$ cat src/include/dacref_pkg.sv
package dacref_pkg;

  // ==========================================================================
  // Register map (word index on the plain port)
  localparam logic [1:0] ADDR_CTRL0   = 2'h0;
  localparam logic [1:0] ADDR_LEVEL   = 2'h1;
  localparam logic [1:0] ADDR_STATUS  = 2'h2;

  // ==========================================================================
  // Control register 0 fields
  localparam int CTRL0_EN_BIT   = 7;
  localparam int CTRL0_LPS_BIT  = 6;
  localparam int CTRL0_OE_BIT   = 5;
  localparam int CTRL0_PSS_LSB  = 2;
  localparam int CTRL0_NSS_BIT  = 0;

  localparam int LEVEL_W        = 5;
  localparam int NUM_LEVELS     = 32;

  localparam logic [7:0] CTRL0_RESET  = 8'h00;
  localparam logic [LEVEL_W-1:0] LEVEL_RESET = 5'h00;
  localparam logic [LEVEL_W-1:0] LEVEL_ALL_ONES  = 5'h1F;
  localparam logic [LEVEL_W-1:0] LEVEL_ALL_ZEROS = 5'h00;

  // ==========================================================================
  // Positive source encodings
  localparam logic [1:0] PSS_SUPPLY  = 2'h0;
  localparam logic [1:0] PSS_EXT_REF = 2'h1;
  localparam logic [1:0] PSS_FIXED   = 2'h2;

  // One-hot source switch patterns towards the ladder
  localparam logic [2:0] POS_ONEHOT_SUPPLY  = 3'h1;
  localparam logic [2:0] POS_ONEHOT_EXT_REF = 3'h2;
  localparam logic [2:0] POS_ONEHOT_FIXED   = 3'h4;
  localparam logic [2:0] POS_ONEHOT_NONE    = 3'h0;

  // Unimplemented control bits read as zero
  localparam logic [7:0] CTRL0_READ_MASK = 8'hED;

  typedef enum logic [1:0] {
    DACREF_MODE_OFF,
    DACREF_MODE_LADDER,
    DACREF_MODE_CLAMP_POS,
    DACREF_MODE_CLAMP_NEG
  } dacref_mode_t;

  // Switch controls towards the analog ladder
  typedef struct packed {
    logic                 ladder_on;
    logic                 pos_connect;
    logic                 neg_connect;
    logic [2:0]           pos_sel_onehot;
    logic [NUM_LEVELS-1:0] tap_sel;
  } dacref_analog_t;

  // Reset register values select the negative clamp from the supply
  localparam dacref_analog_t ANALOG_RESET = '{
    ladder_on:      1'b0,
    pos_connect:    1'b0,
    neg_connect:    1'b1,
    pos_sel_onehot: POS_ONEHOT_SUPPLY,
    tap_sel:        32'h00000001
  };

endpackage : dacref_pkg

$ cat src/rtl/dacref_tap_decode.sv
`timescale 1ns/100ps
module dacref_tap_decode (
  input  wire logic [dacref_pkg::LEVEL_W-1:0]    code,
  output logic      [dacref_pkg::NUM_LEVELS-1:0] taps
);

  // ==========================================================================
  // One-hot tap select
  genvar i;
  generate
    for (i = 0; i < dacref_pkg::NUM_LEVELS; i++)
    begin : g_tap
      localparam int unsigned TAP_IDX = i;
      assign taps[i] = (code == TAP_IDX[dacref_pkg::LEVEL_W-1:0]);
    end
  endgenerate

endmodule : dacref_tap_decode

$ cat src/rtl/dacref_ctrl.sv
`timescale 1ns/100ps
module dacref_ctrl (
  input  wire logic                          clk,
  input  wire logic                          rst,
  input  wire logic [1:0]                    addr,
  input  wire logic [7:0]                    wdata,
  input  wire logic                          wr,
  input  wire logic                          rd,
  output logic      [7:0]                    rdata,
  input  wire logic                          pin_digital_in,
  output logic                               pin_digital_read,
  output logic                               pin_analog_route,
  output logic                               pin_digital_drive_off,
  output dacref_pkg::dacref_analog_t         analog_r
);

  // ==========================================================================
  // Registers
  logic [7:0]                       ctrl0_r;
  logic [dacref_pkg::LEVEL_W-1:0]   level_r;
  dacref_pkg::dacref_mode_t         mode;
  logic [dacref_pkg::NUM_LEVELS-1:0] taps;
  dacref_pkg::dacref_analog_t       analog_nxt;
  logic                             en_nxt;
  logic                             lps_nxt;
  logic                             oe_nxt;
  logic [1:0]                       pss_nxt;
  logic [dacref_pkg::LEVEL_W-1:0]   level_nxt;
  logic [7:0]                       ctrl0_nxt;

  // No sleep input: only reset and port writes touch these, so wake is harmless
  always_ff @(posedge clk or posedge rst)
  begin
    if (rst)
      ctrl0_r <= dacref_pkg::CTRL0_RESET;
    else if (wr && addr == dacref_pkg::ADDR_CTRL0)
      ctrl0_r <= wdata;
  end

  always_ff @(posedge clk or posedge rst)
  begin
    if (rst)
      level_r <= dacref_pkg::LEVEL_RESET;
    else if (wr && addr == dacref_pkg::ADDR_LEVEL)
      level_r <= wdata[dacref_pkg::LEVEL_W-1:0];
  end

  // ==========================================================================
  // Next-cycle view so outputs change on the same edge that takes the write
  always_comb
  begin
    ctrl0_nxt = ctrl0_r;
    level_nxt = level_r;
    if (wr && addr == dacref_pkg::ADDR_CTRL0)
      ctrl0_nxt = wdata;
    if (wr && addr == dacref_pkg::ADDR_LEVEL)
      level_nxt = wdata[dacref_pkg::LEVEL_W-1:0];
  end

  assign en_nxt  = ctrl0_nxt[dacref_pkg::CTRL0_EN_BIT];
  assign lps_nxt = ctrl0_nxt[dacref_pkg::CTRL0_LPS_BIT];
  assign oe_nxt  = ctrl0_nxt[dacref_pkg::CTRL0_OE_BIT];
  assign pss_nxt = ctrl0_nxt[dacref_pkg::CTRL0_PSS_LSB +: 2];

  dacref_tap_decode u_taps (
    .code (level_nxt),
    .taps (taps)
  );

  // ==========================================================================
  // Mode selection
  always_comb
  begin
    if (en_nxt)
      mode = dacref_pkg::DACREF_MODE_LADDER;
    else if (lps_nxt && level_nxt == dacref_pkg::LEVEL_ALL_ONES)
      mode = dacref_pkg::DACREF_MODE_CLAMP_POS;
    else if (!lps_nxt && level_nxt == dacref_pkg::LEVEL_ALL_ZEROS)
      mode = dacref_pkg::DACREF_MODE_CLAMP_NEG;
    else
      mode = dacref_pkg::DACREF_MODE_OFF;
  end

  always_comb
  begin
    analog_nxt = '0;
    // Reserved code leaves every source switch open
    case (pss_nxt)
      dacref_pkg::PSS_SUPPLY:  analog_nxt.pos_sel_onehot = dacref_pkg::POS_ONEHOT_SUPPLY;
      dacref_pkg::PSS_EXT_REF: analog_nxt.pos_sel_onehot = dacref_pkg::POS_ONEHOT_EXT_REF;
      dacref_pkg::PSS_FIXED:   analog_nxt.pos_sel_onehot = dacref_pkg::POS_ONEHOT_FIXED;
      default:                 analog_nxt.pos_sel_onehot = dacref_pkg::POS_ONEHOT_NONE;
    endcase
    case (mode)
      dacref_pkg::DACREF_MODE_LADDER:
      begin
        // Tap position k gives Vneg + (Vpos-Vneg)*k/32
        analog_nxt.ladder_on   = 1'b1;
        analog_nxt.pos_connect = 1'b1;
        analog_nxt.neg_connect = 1'b1;
        analog_nxt.tap_sel     = taps;
      end
      dacref_pkg::DACREF_MODE_CLAMP_POS:
      begin
        analog_nxt.pos_connect = 1'b1;
        analog_nxt.tap_sel     = taps;
      end
      dacref_pkg::DACREF_MODE_CLAMP_NEG:
      begin
        analog_nxt.neg_connect = 1'b1;
        analog_nxt.tap_sel     = taps;
      end
      default:
      begin
        // Low-power: one reference always cut off
        analog_nxt.pos_connect = lps_nxt;
        analog_nxt.neg_connect = !lps_nxt;
      end
    endcase
  end

  always_ff @(posedge clk or posedge rst)
  begin
    if (rst)
      // Matches the clamp the reset registers select, so no glitch on release
      analog_r <= dacref_pkg::ANALOG_RESET;
    else
      analog_r <= analog_nxt;
  end

  // ==========================================================================
  // Output pin override
  always_ff @(posedge clk or posedge rst)
  begin
    if (rst)
    begin
      pin_analog_route      <= 1'b0;
      pin_digital_drive_off <= 1'b0;
    end
    else
    begin
      pin_analog_route      <= oe_nxt;
      pin_digital_drive_off <= oe_nxt;
    end
  end

  // Input detector is off while routed, so the read is forced low
  always_ff @(posedge clk or posedge rst)
  begin
    if (rst)
      pin_digital_read <= 1'b0;
    else
      pin_digital_read <= oe_nxt ? 1'b0 : pin_digital_in;
  end

  // ==========================================================================
  // Read port
  always_ff @(posedge clk or posedge rst)
  begin
    if (rst)
      rdata <= 8'h00;
    else if (rd)
    begin
      if (addr == dacref_pkg::ADDR_CTRL0)
        rdata <= ctrl0_r & dacref_pkg::CTRL0_READ_MASK;
      else if (addr == dacref_pkg::ADDR_LEVEL)
        rdata <= {3'h0, level_r};
      else if (addr == dacref_pkg::ADDR_STATUS)
        rdata <= {6'h00, analog_r.neg_connect, analog_r.pos_connect};
      else
        rdata <= 8'h00;
    end
    else
      rdata <= 8'h00;
  end

  // ==========================================================================
  // Checks: ladder and clamps
  a_write_to_ladder: assert property (
    @(posedge clk) disable iff (rst)
    (wr && addr == dacref_pkg::ADDR_CTRL0 && wdata[dacref_pkg::CTRL0_EN_BIT])
    |=> analog_r.ladder_on)
  else
    $error("enable write did not start ladder");
  a_ladder_needs_en: assert property (
    @(posedge clk) disable iff (rst)
    analog_r.ladder_on
    |-> ctrl0_r[dacref_pkg::CTRL0_EN_BIT])
  else
    $error("ladder on while disabled");
  a_enabled_both_ends: assert property (
    @(posedge clk) disable iff (rst)
    ctrl0_r[dacref_pkg::CTRL0_EN_BIT]
    |-> (analog_r.ladder_on && analog_r.pos_connect && analog_r.neg_connect))
  else
    $error("enabled ladder not tied to both sources");
  a_tap_matches_code: assert property (
    @(posedge clk) disable iff (rst)
    analog_r.ladder_on
    |-> ($onehot(analog_r.tap_sel) && analog_r.tap_sel[level_r]))
  else
    $error("tap does not match level code");
  a_taps_one_hot: assert property (
    @(posedge clk) disable iff (rst)
    1'b1
    |-> $onehot0(analog_r.tap_sel))
  else
    $error("more than one tap selected");
  a_clamp_pos_path: assert property (
    @(posedge clk) disable iff (rst)
    (!ctrl0_r[dacref_pkg::CTRL0_EN_BIT] && ctrl0_r[dacref_pkg::CTRL0_LPS_BIT] && level_r == dacref_pkg::LEVEL_ALL_ONES)
    |-> (analog_r.pos_connect && !analog_r.neg_connect && analog_r.tap_sel[dacref_pkg::NUM_LEVELS-1]))
  else
    $error("positive clamp wrong");
  a_clamp_neg_path: assert property (
    @(posedge clk) disable iff (rst)
    (!ctrl0_r[dacref_pkg::CTRL0_EN_BIT] && !ctrl0_r[dacref_pkg::CTRL0_LPS_BIT] && level_r == dacref_pkg::LEVEL_ALL_ZEROS)
    |-> (analog_r.neg_connect && !analog_r.pos_connect && analog_r.tap_sel[0]))
  else
    $error("negative clamp wrong");
  a_lowpower_cut: assert property (
    @(posedge clk) disable iff (rst)
    !ctrl0_r[dacref_pkg::CTRL0_EN_BIT]
    |-> (analog_r.neg_connect != ctrl0_r[dacref_pkg::CTRL0_LPS_BIT]))
  else
    $error("low-power cut-off wrong");
  a_pos_sel_supply: assert property (
    @(posedge clk) disable iff (rst)
    (ctrl0_r[dacref_pkg::CTRL0_PSS_LSB +: 2] == dacref_pkg::PSS_SUPPLY)
    |-> (analog_r.pos_sel_onehot == dacref_pkg::POS_ONEHOT_SUPPLY))
  else
    $error("supply source not selected");
  a_pos_sel_fixed: assert property (
    @(posedge clk) disable iff (rst)
    (ctrl0_r[dacref_pkg::CTRL0_PSS_LSB +: 2] == dacref_pkg::PSS_FIXED)
    |-> (analog_r.pos_sel_onehot == dacref_pkg::POS_ONEHOT_FIXED))
  else
    $error("fixed buffer source not selected");

  // ==========================================================================
  // Checks: pin override
  a_pin_route_oe: assert property (
    @(posedge clk) disable iff (rst)
    1'b1
    |-> (pin_analog_route == ctrl0_r[dacref_pkg::CTRL0_OE_BIT] && pin_digital_drive_off == pin_analog_route))
  else
    $error("pin route does not follow enable");
  a_pin_reads_zero: assert property (
    @(posedge clk) disable iff (rst)
    pin_analog_route
    |-> !pin_digital_read)
  else
    $error("routed pin read not zero");
  a_pin_read_follow: assert property (
    @(posedge clk) disable iff (rst)
    (!$past(rst) && !pin_analog_route)
    |-> (pin_digital_read == $past(pin_digital_in)))
  else
    $error("unrouted pin read does not follow pin");

  // ==========================================================================
  // Checks: register port
  a_level_write_lat: assert property (
    @(posedge clk) disable iff (rst)
    (wr && addr == dacref_pkg::ADDR_LEVEL)
    |=> (level_r == $past(wdata[dacref_pkg::LEVEL_W-1:0])))
  else
    $error("level write not taken");
  a_ctrl_write_lat: assert property (
    @(posedge clk) disable iff (rst)
    (wr && addr == dacref_pkg::ADDR_CTRL0)
    |=> (ctrl0_r == $past(wdata)))
  else
    $error("control write not taken");
  a_level_read_back: assert property (
    @(posedge clk) disable iff (rst)
    (rd && addr == dacref_pkg::ADDR_LEVEL)
    |=> (rdata == 8'($past(level_r))))
  else
    $error("level read back wrong");
  a_reset_clears: assert property (
    @(posedge clk)
    (rst && $past(rst))
    |-> (ctrl0_r == dacref_pkg::CTRL0_RESET && level_r == dacref_pkg::LEVEL_RESET && !pin_analog_route))
  else
    $error("reset did not clear control state");

  // ==========================================================================
  // Scenario covers
  c_ladder: cover property (@(posedge clk) disable iff (rst) analog_r.ladder_on);
  c_clamp_pos: cover property (@(posedge clk) disable iff (rst) !analog_r.ladder_on && analog_r.tap_sel[31]);
  c_clamp_neg: cover property (@(posedge clk) disable iff (rst) !analog_r.ladder_on && analog_r.tap_sel[0]);
  c_routed: cover property (@(posedge clk) disable iff (rst) pin_analog_route);
  c_pos_fixed: cover property (@(posedge clk) disable iff (rst) analog_r.pos_sel_onehot == dacref_pkg::POS_ONEHOT_FIXED);

endmodule : dacref_ctrl

$ cat config.mk
export PLATFORM = sky130hd
export DESIGN_NAME = dacref_ctrl
export DESIGN_NICKNAME = d
export VERILOG_FILES = /design/src/include/dacref_pkg.sv /design/src/rtl/dacref_tap_decode.sv /design/src/rtl/dacref_ctrl.sv
export SDC_FILE = /design/constraint.sdc
export NUM_CORES = 1
export LEC_CHECK = 0
export BUFFER_PORTS_ARGS = -buffer_cell sky130_fd_sc_hd__buf_2
export CAP_MARGIN = 30
export CORE_AREA = 2 2 72 74
export DETAILED_ROUTE_END_ITERATION = 8
export DIE_AREA = 0 0 74 76
export GPL_TIMING_DRIVEN = 1
export PLACE_DENSITY = 0.77
export RECOVER_POWER = 100
export SLEW_MARGIN = 20
export SYNTH_ARGS = -nofsm -noshare
export SYNTH_HDL_FRONTEND = slang
export SYNTH_SLANG_ARGS = --single-unit
$ cat constraint.sdc
create_clock -name clk -period 2.15 [get_ports clk]
set_input_delay 0.3225 -clock clk [delete_from_list [all_inputs] [get_ports clk]]
set_output_delay 0.3225 -clock clk [all_outputs]
set_load 0.01 [all_outputs]
# Yosys cells after proc, flatten, opt, wreduce, memory -nomap -nowiden
# Index checks and enable logic that the tools add are counted.
[totals] register_bits=61 in_bits=15 output_inout_bits=49 elab_cells=75
[op_classes] eq_ne=38 muxes=15 n_reduce_logical=11
[ops] operator="$eq 5x5->1 const B" count=16
[ops] operator="$eq 5x4->1 const B" count=8
[ops] operator="$mux 32" count=1
[ops] operator="$mux 8" count=3
[ops] operator="$eq 5x3->1 const B" count=4
[ops] operator="$eq 5x2->1 const B" count=2
[ops] operator="$mux 5" count=2
[ops] operator="$pmux 3 s3" count=1
[ops] operator="$eq 2x2->1 const B" count=4
[ops] operator="$mux 2" count=4
[ops] operator="$eq 2x1->1 const B" count=3
[ops] operator="$eq 5x1->1 const B" count=1
[ops] operator="$logic_not 5->1" count=1
[ops] operator="$logic_and 1x1->1" count=4
[ops] operator="$logic_not 2->1" count=2
[ops] operator="$pmux 1 s2" count=2
[ops] operator="$reduce_or 2->1" count=2
[ops] operator="$reduce_or 3->1" count=1
[ops] operator="$mux 1" count=2
[ops] operator="$logic_not 1->1" count=1

# Longest topological paths before layout
[depth] word_depth=11 ltp_mapped=6 depth_no_buf=5

# Hierarchy
# Synthesis repeated with hierarchy kept, for this count alone.
[hier_totals] cells_unflattened=197 area_unflattened_um2=2606.2
[by_module_without_submodules] module="dacref_ctrl" n_inst=1 cells_each=150 area_per_inst_um2=2384.8 seq_area_each_um2=1455.1
[by_module_without_submodules] module="dacref_tap_decode" n_inst=1 cells_each=47 area_per_inst_um2=221.5 seq_area_each_um2=0.0

# Worst setup path before layout
# Ideal clock, no wire load.
[synth_path] path_kind="in2reg" from="in addr[1]" to="reg analog_r[9] (netlist bit)" setup_time_ns=0.133 arrival_ns=1.235 required_ns=2.017 path_slack_ns=0.782 path_stages=5 n_path_buf=1 path_cell_list="nor3b_2 -> buf_6 -> mux2_2 -> o21ai_2 -> nor2_1"
[synth_lines] element="start: declaration" line_no="dacref_ctrl.sv:5" rtl="input wire logic [1:0] addr,"
[synth_lines] element="end signal: assignment" line_no="dacref_ctrl.sv:126" rtl="analog_r <= dacref_pkg::ANALOG_RESET;"
[synth_lines] element="end signal: assignment" line_no="dacref_ctrl.sv:128" rtl="analog_r <= analog_nxt;"
[synth_lines] element="end: declaration" line_no="dacref_ctrl.sv:14" rtl="output dacref_pkg::dacref_analog_t analog_r"

==> out/metrics.yaml <==
fp.coreArea_um2: 4910
crit_slowest_cell: "nor3b_1"
hpwl_um: 3240
start_kind: "input pin"
post-route-util: 0.570
syn-cell-area_um2: 2310
antenna_cells: 0
yosysWarnings: 0
nets: 276
rsz0062_at_grt: "false"
multi_input_area_um2: 779
max_stage_delay_ns: 0.46
hold_buffers: 0
wl_met2_um: 2250
power_density_nw_per_um2: 933
place_congestion: 0.734
area_growth_pct: 20.9
cp_top_family: "simple AND/OR/NAND/NOR gates"
critPathCaptureType: "flip-flop"
synth_fa_ha_area_frac: 0
cts_tree: "done"
postPlaceCellArea_um2: 2690
post_cts_buffers: 0
grt_remaining_overflow: 0
whs_ns: 0.187
synth.area.top_cells: "dfrtp_1 (59%), nor2_1 (7.0%), dfstp_2 (3.4%)"
die_h_um: 76
worstPathRequired_ns: 2.40
post-route-cell-area_um2: 2800
first_pass_iters: 4
grt_max_degree: 26
leakagePower_nw: 1.31
syn_nets: 204
cts_buffers: 9
drtIter0Drc: 90
grt_pass1_vias: 1505
finalWirelength_um: 4610
syn-instance-count: 189
synthSimpleGateAreaFrac: 0.202
drc_errors: 0
drv_cap: 0
num_vias: 1581
worstPathMaxFanout: 11
maxSlewViolCount: 0
skew_ns: 0.00806
num_rows: 26
wl_met3_um: 211
ctsResizeCount: 0
slew_headroom: 0.390
synth_top_area_share: 0.595
crit_arrival_ns: 2.00
io_pins: 64
crit_buf_inv: 2
cts_buffer_depth: 2
synth_xor_area_frac: 0
postSynthAreaPerCell_um2: 12.2
port-buffer-count: 63
post-route-period-util: 0.814
synthMuxAreaShare: 0.0963
regArea_um2: 1460
hold_class: "in -> async"
synth_cell_type_count: 31
insertion_delay_ns: 0.33
wl_per_cell_um: 13.7
n_fill_cell: 432
clockRootBuffer: "clkbuf_8"
antenna_left: 0
synth_top_area_cell: "dfrtp_1"
viasPerCell: 4.71
synth_compound_area_frac: 0.0454
finalSetupTns_ns: 0
fmax_mhz: 572
drive_gt1_frac: 0.177
critical_path_class: "in -> reg"
ys_seq_area_frac: 0.629
instances_no_fill: 336
ir_worst_vdd_mv: 0.429
htreeDepth: 3
setup_violations: 0
clock-sinks: 58
wl_met1_um: 2040
status: "finished, final reports clean"
max_slew.worst_pin.slew_ns: 0.914
fp.dieArea_um2: 5620
finalHoldViolCount: 0
die_w_um: 74
synth_top_family_by_area: "simple AND/OR/NAND/NOR gates"
antenna_found_initial: 0
ys_seq_elements: 58
cp_cell_sequence: "buf_2 > nor3b_1 > buf_4 > mux2i_4 > o221ai_2 > nor2_1"
place_inst: 320
clk_pin_slew_ns: 0.07
dr.max_layer_used: "met4"
grt_usage: 0.182
period_needed_ns: 1.75
start_util: 0.471
grt_pass1_wl_um: 7580
[metrics by stage]
| stage | worst slack (ns) | power, mW |
|---|---|---|
| after detailed placement | 0.260 | 1.68 |
| after CTS | 0.612 | 2.66 |
| after floorplan | 0.404 | 1.54 |
| after global routing | 0.286 | 2.73 |
| final | 0.401 | 2.61 |
| after global placement | 0.324 | 1.67 |
[final timing paths]
path,to,cells past startpoint,slack [ns],start
setup reg to reg,analog_r[17],4,0.75,level_r[4]
max in group asynchronous,rdata[2],3,0.64,rst
setup / recovery,analog_r[29],6,0.40,addr[0]
hold / removal,ctrl0_r[0],2,0.19,rst
hold reg to reg,ctrl0_r[0],1,0.51,ctrl0_r[0]
min in group clk,pin_digital_read,3,0.21,pin_digital_in
[area by class of cell]
| cell class | count | area share |
|---|---|---|
| clock inverters | 5 | 0.0192 |
| inverters | 3 | 0.00403 |
| multi-input cells | 123 | 0.279 |
| clock buffers | 11 | 0.0505 |
| well taps | 70 | 0.0313 |
| flip-flops and latches | 58 | 0.520 |
| repair buffers | 66 | 0.0962 |
[cells in the final DEF, fill, tap and decap left out, drive strengths merged]
cell type / n
nand2: 17
dfrtp: 55
nand2b: 5
o21ai: 6
clkinv: 4
dfstp: 3
inv: 3
nand3b: 4
clkbuf: 62
bufinv: 1
a21boi: 1
and3b: 1
a21o: 1
nor3b: 5
and2: 1
o221ai: 2
mux2i: 10
nor2b: 4
nor3: 6
mux2: 8
nand3: 4
nor2: 43
buf: 15
and3: 5
[logic make-up (layout without fill, tap and decap cells)]
group           after synthesis  count (layout)
buf+inv                       8              85
compound gates               10              10
mux                          18              18
flops                        58              58
simple gates                 95              95
[Yosys cell counts, drive strengths merged]
| cell | number |
|---|---|
| dfrtp | 55 |
| nor2 | 43 |
| nand2 | 17 |
| mux2i | 10 |
| mux2 | 8 |
| nor3 | 6 |
| o21ai | 6 |
| and3 | 5 |
| nand2b | 5 |
| nor3b | 5 |
| buf | 4 |
| nand3 | 4 |
| nand3b | 4 |
| nor2b | 4 |
| dfstp | 3 |
| inv | 3 |
| o221ai | 2 |
| a21boi | 1 |
| a21o | 1 |
| and2 | 1 |
| and3b | 1 |
| clkbuf | 1 |
[layer usage]
layer / vias up / GRT usage
met5: - / 0
met4: 0 / 0.0927
met3: 10 / 0.0542
met2: 43 / 0.273
met1: 754 / 0.236
li1: 774 / -
[registers in the layout, summed over array words and instances, names as in the netlist]
signal,cells
analog_r,38
ctrl0_r,6
level_r,5
pin_digital_read,1
rdata,8
[power breakdown]
group	switching, mW	internal [mW]
Combinational	0.241	0.144
Clock	0.411	0.562
Sequential	0.0639	1.19
Total	0.716	1.89
(Power assumes the default switching activity.)
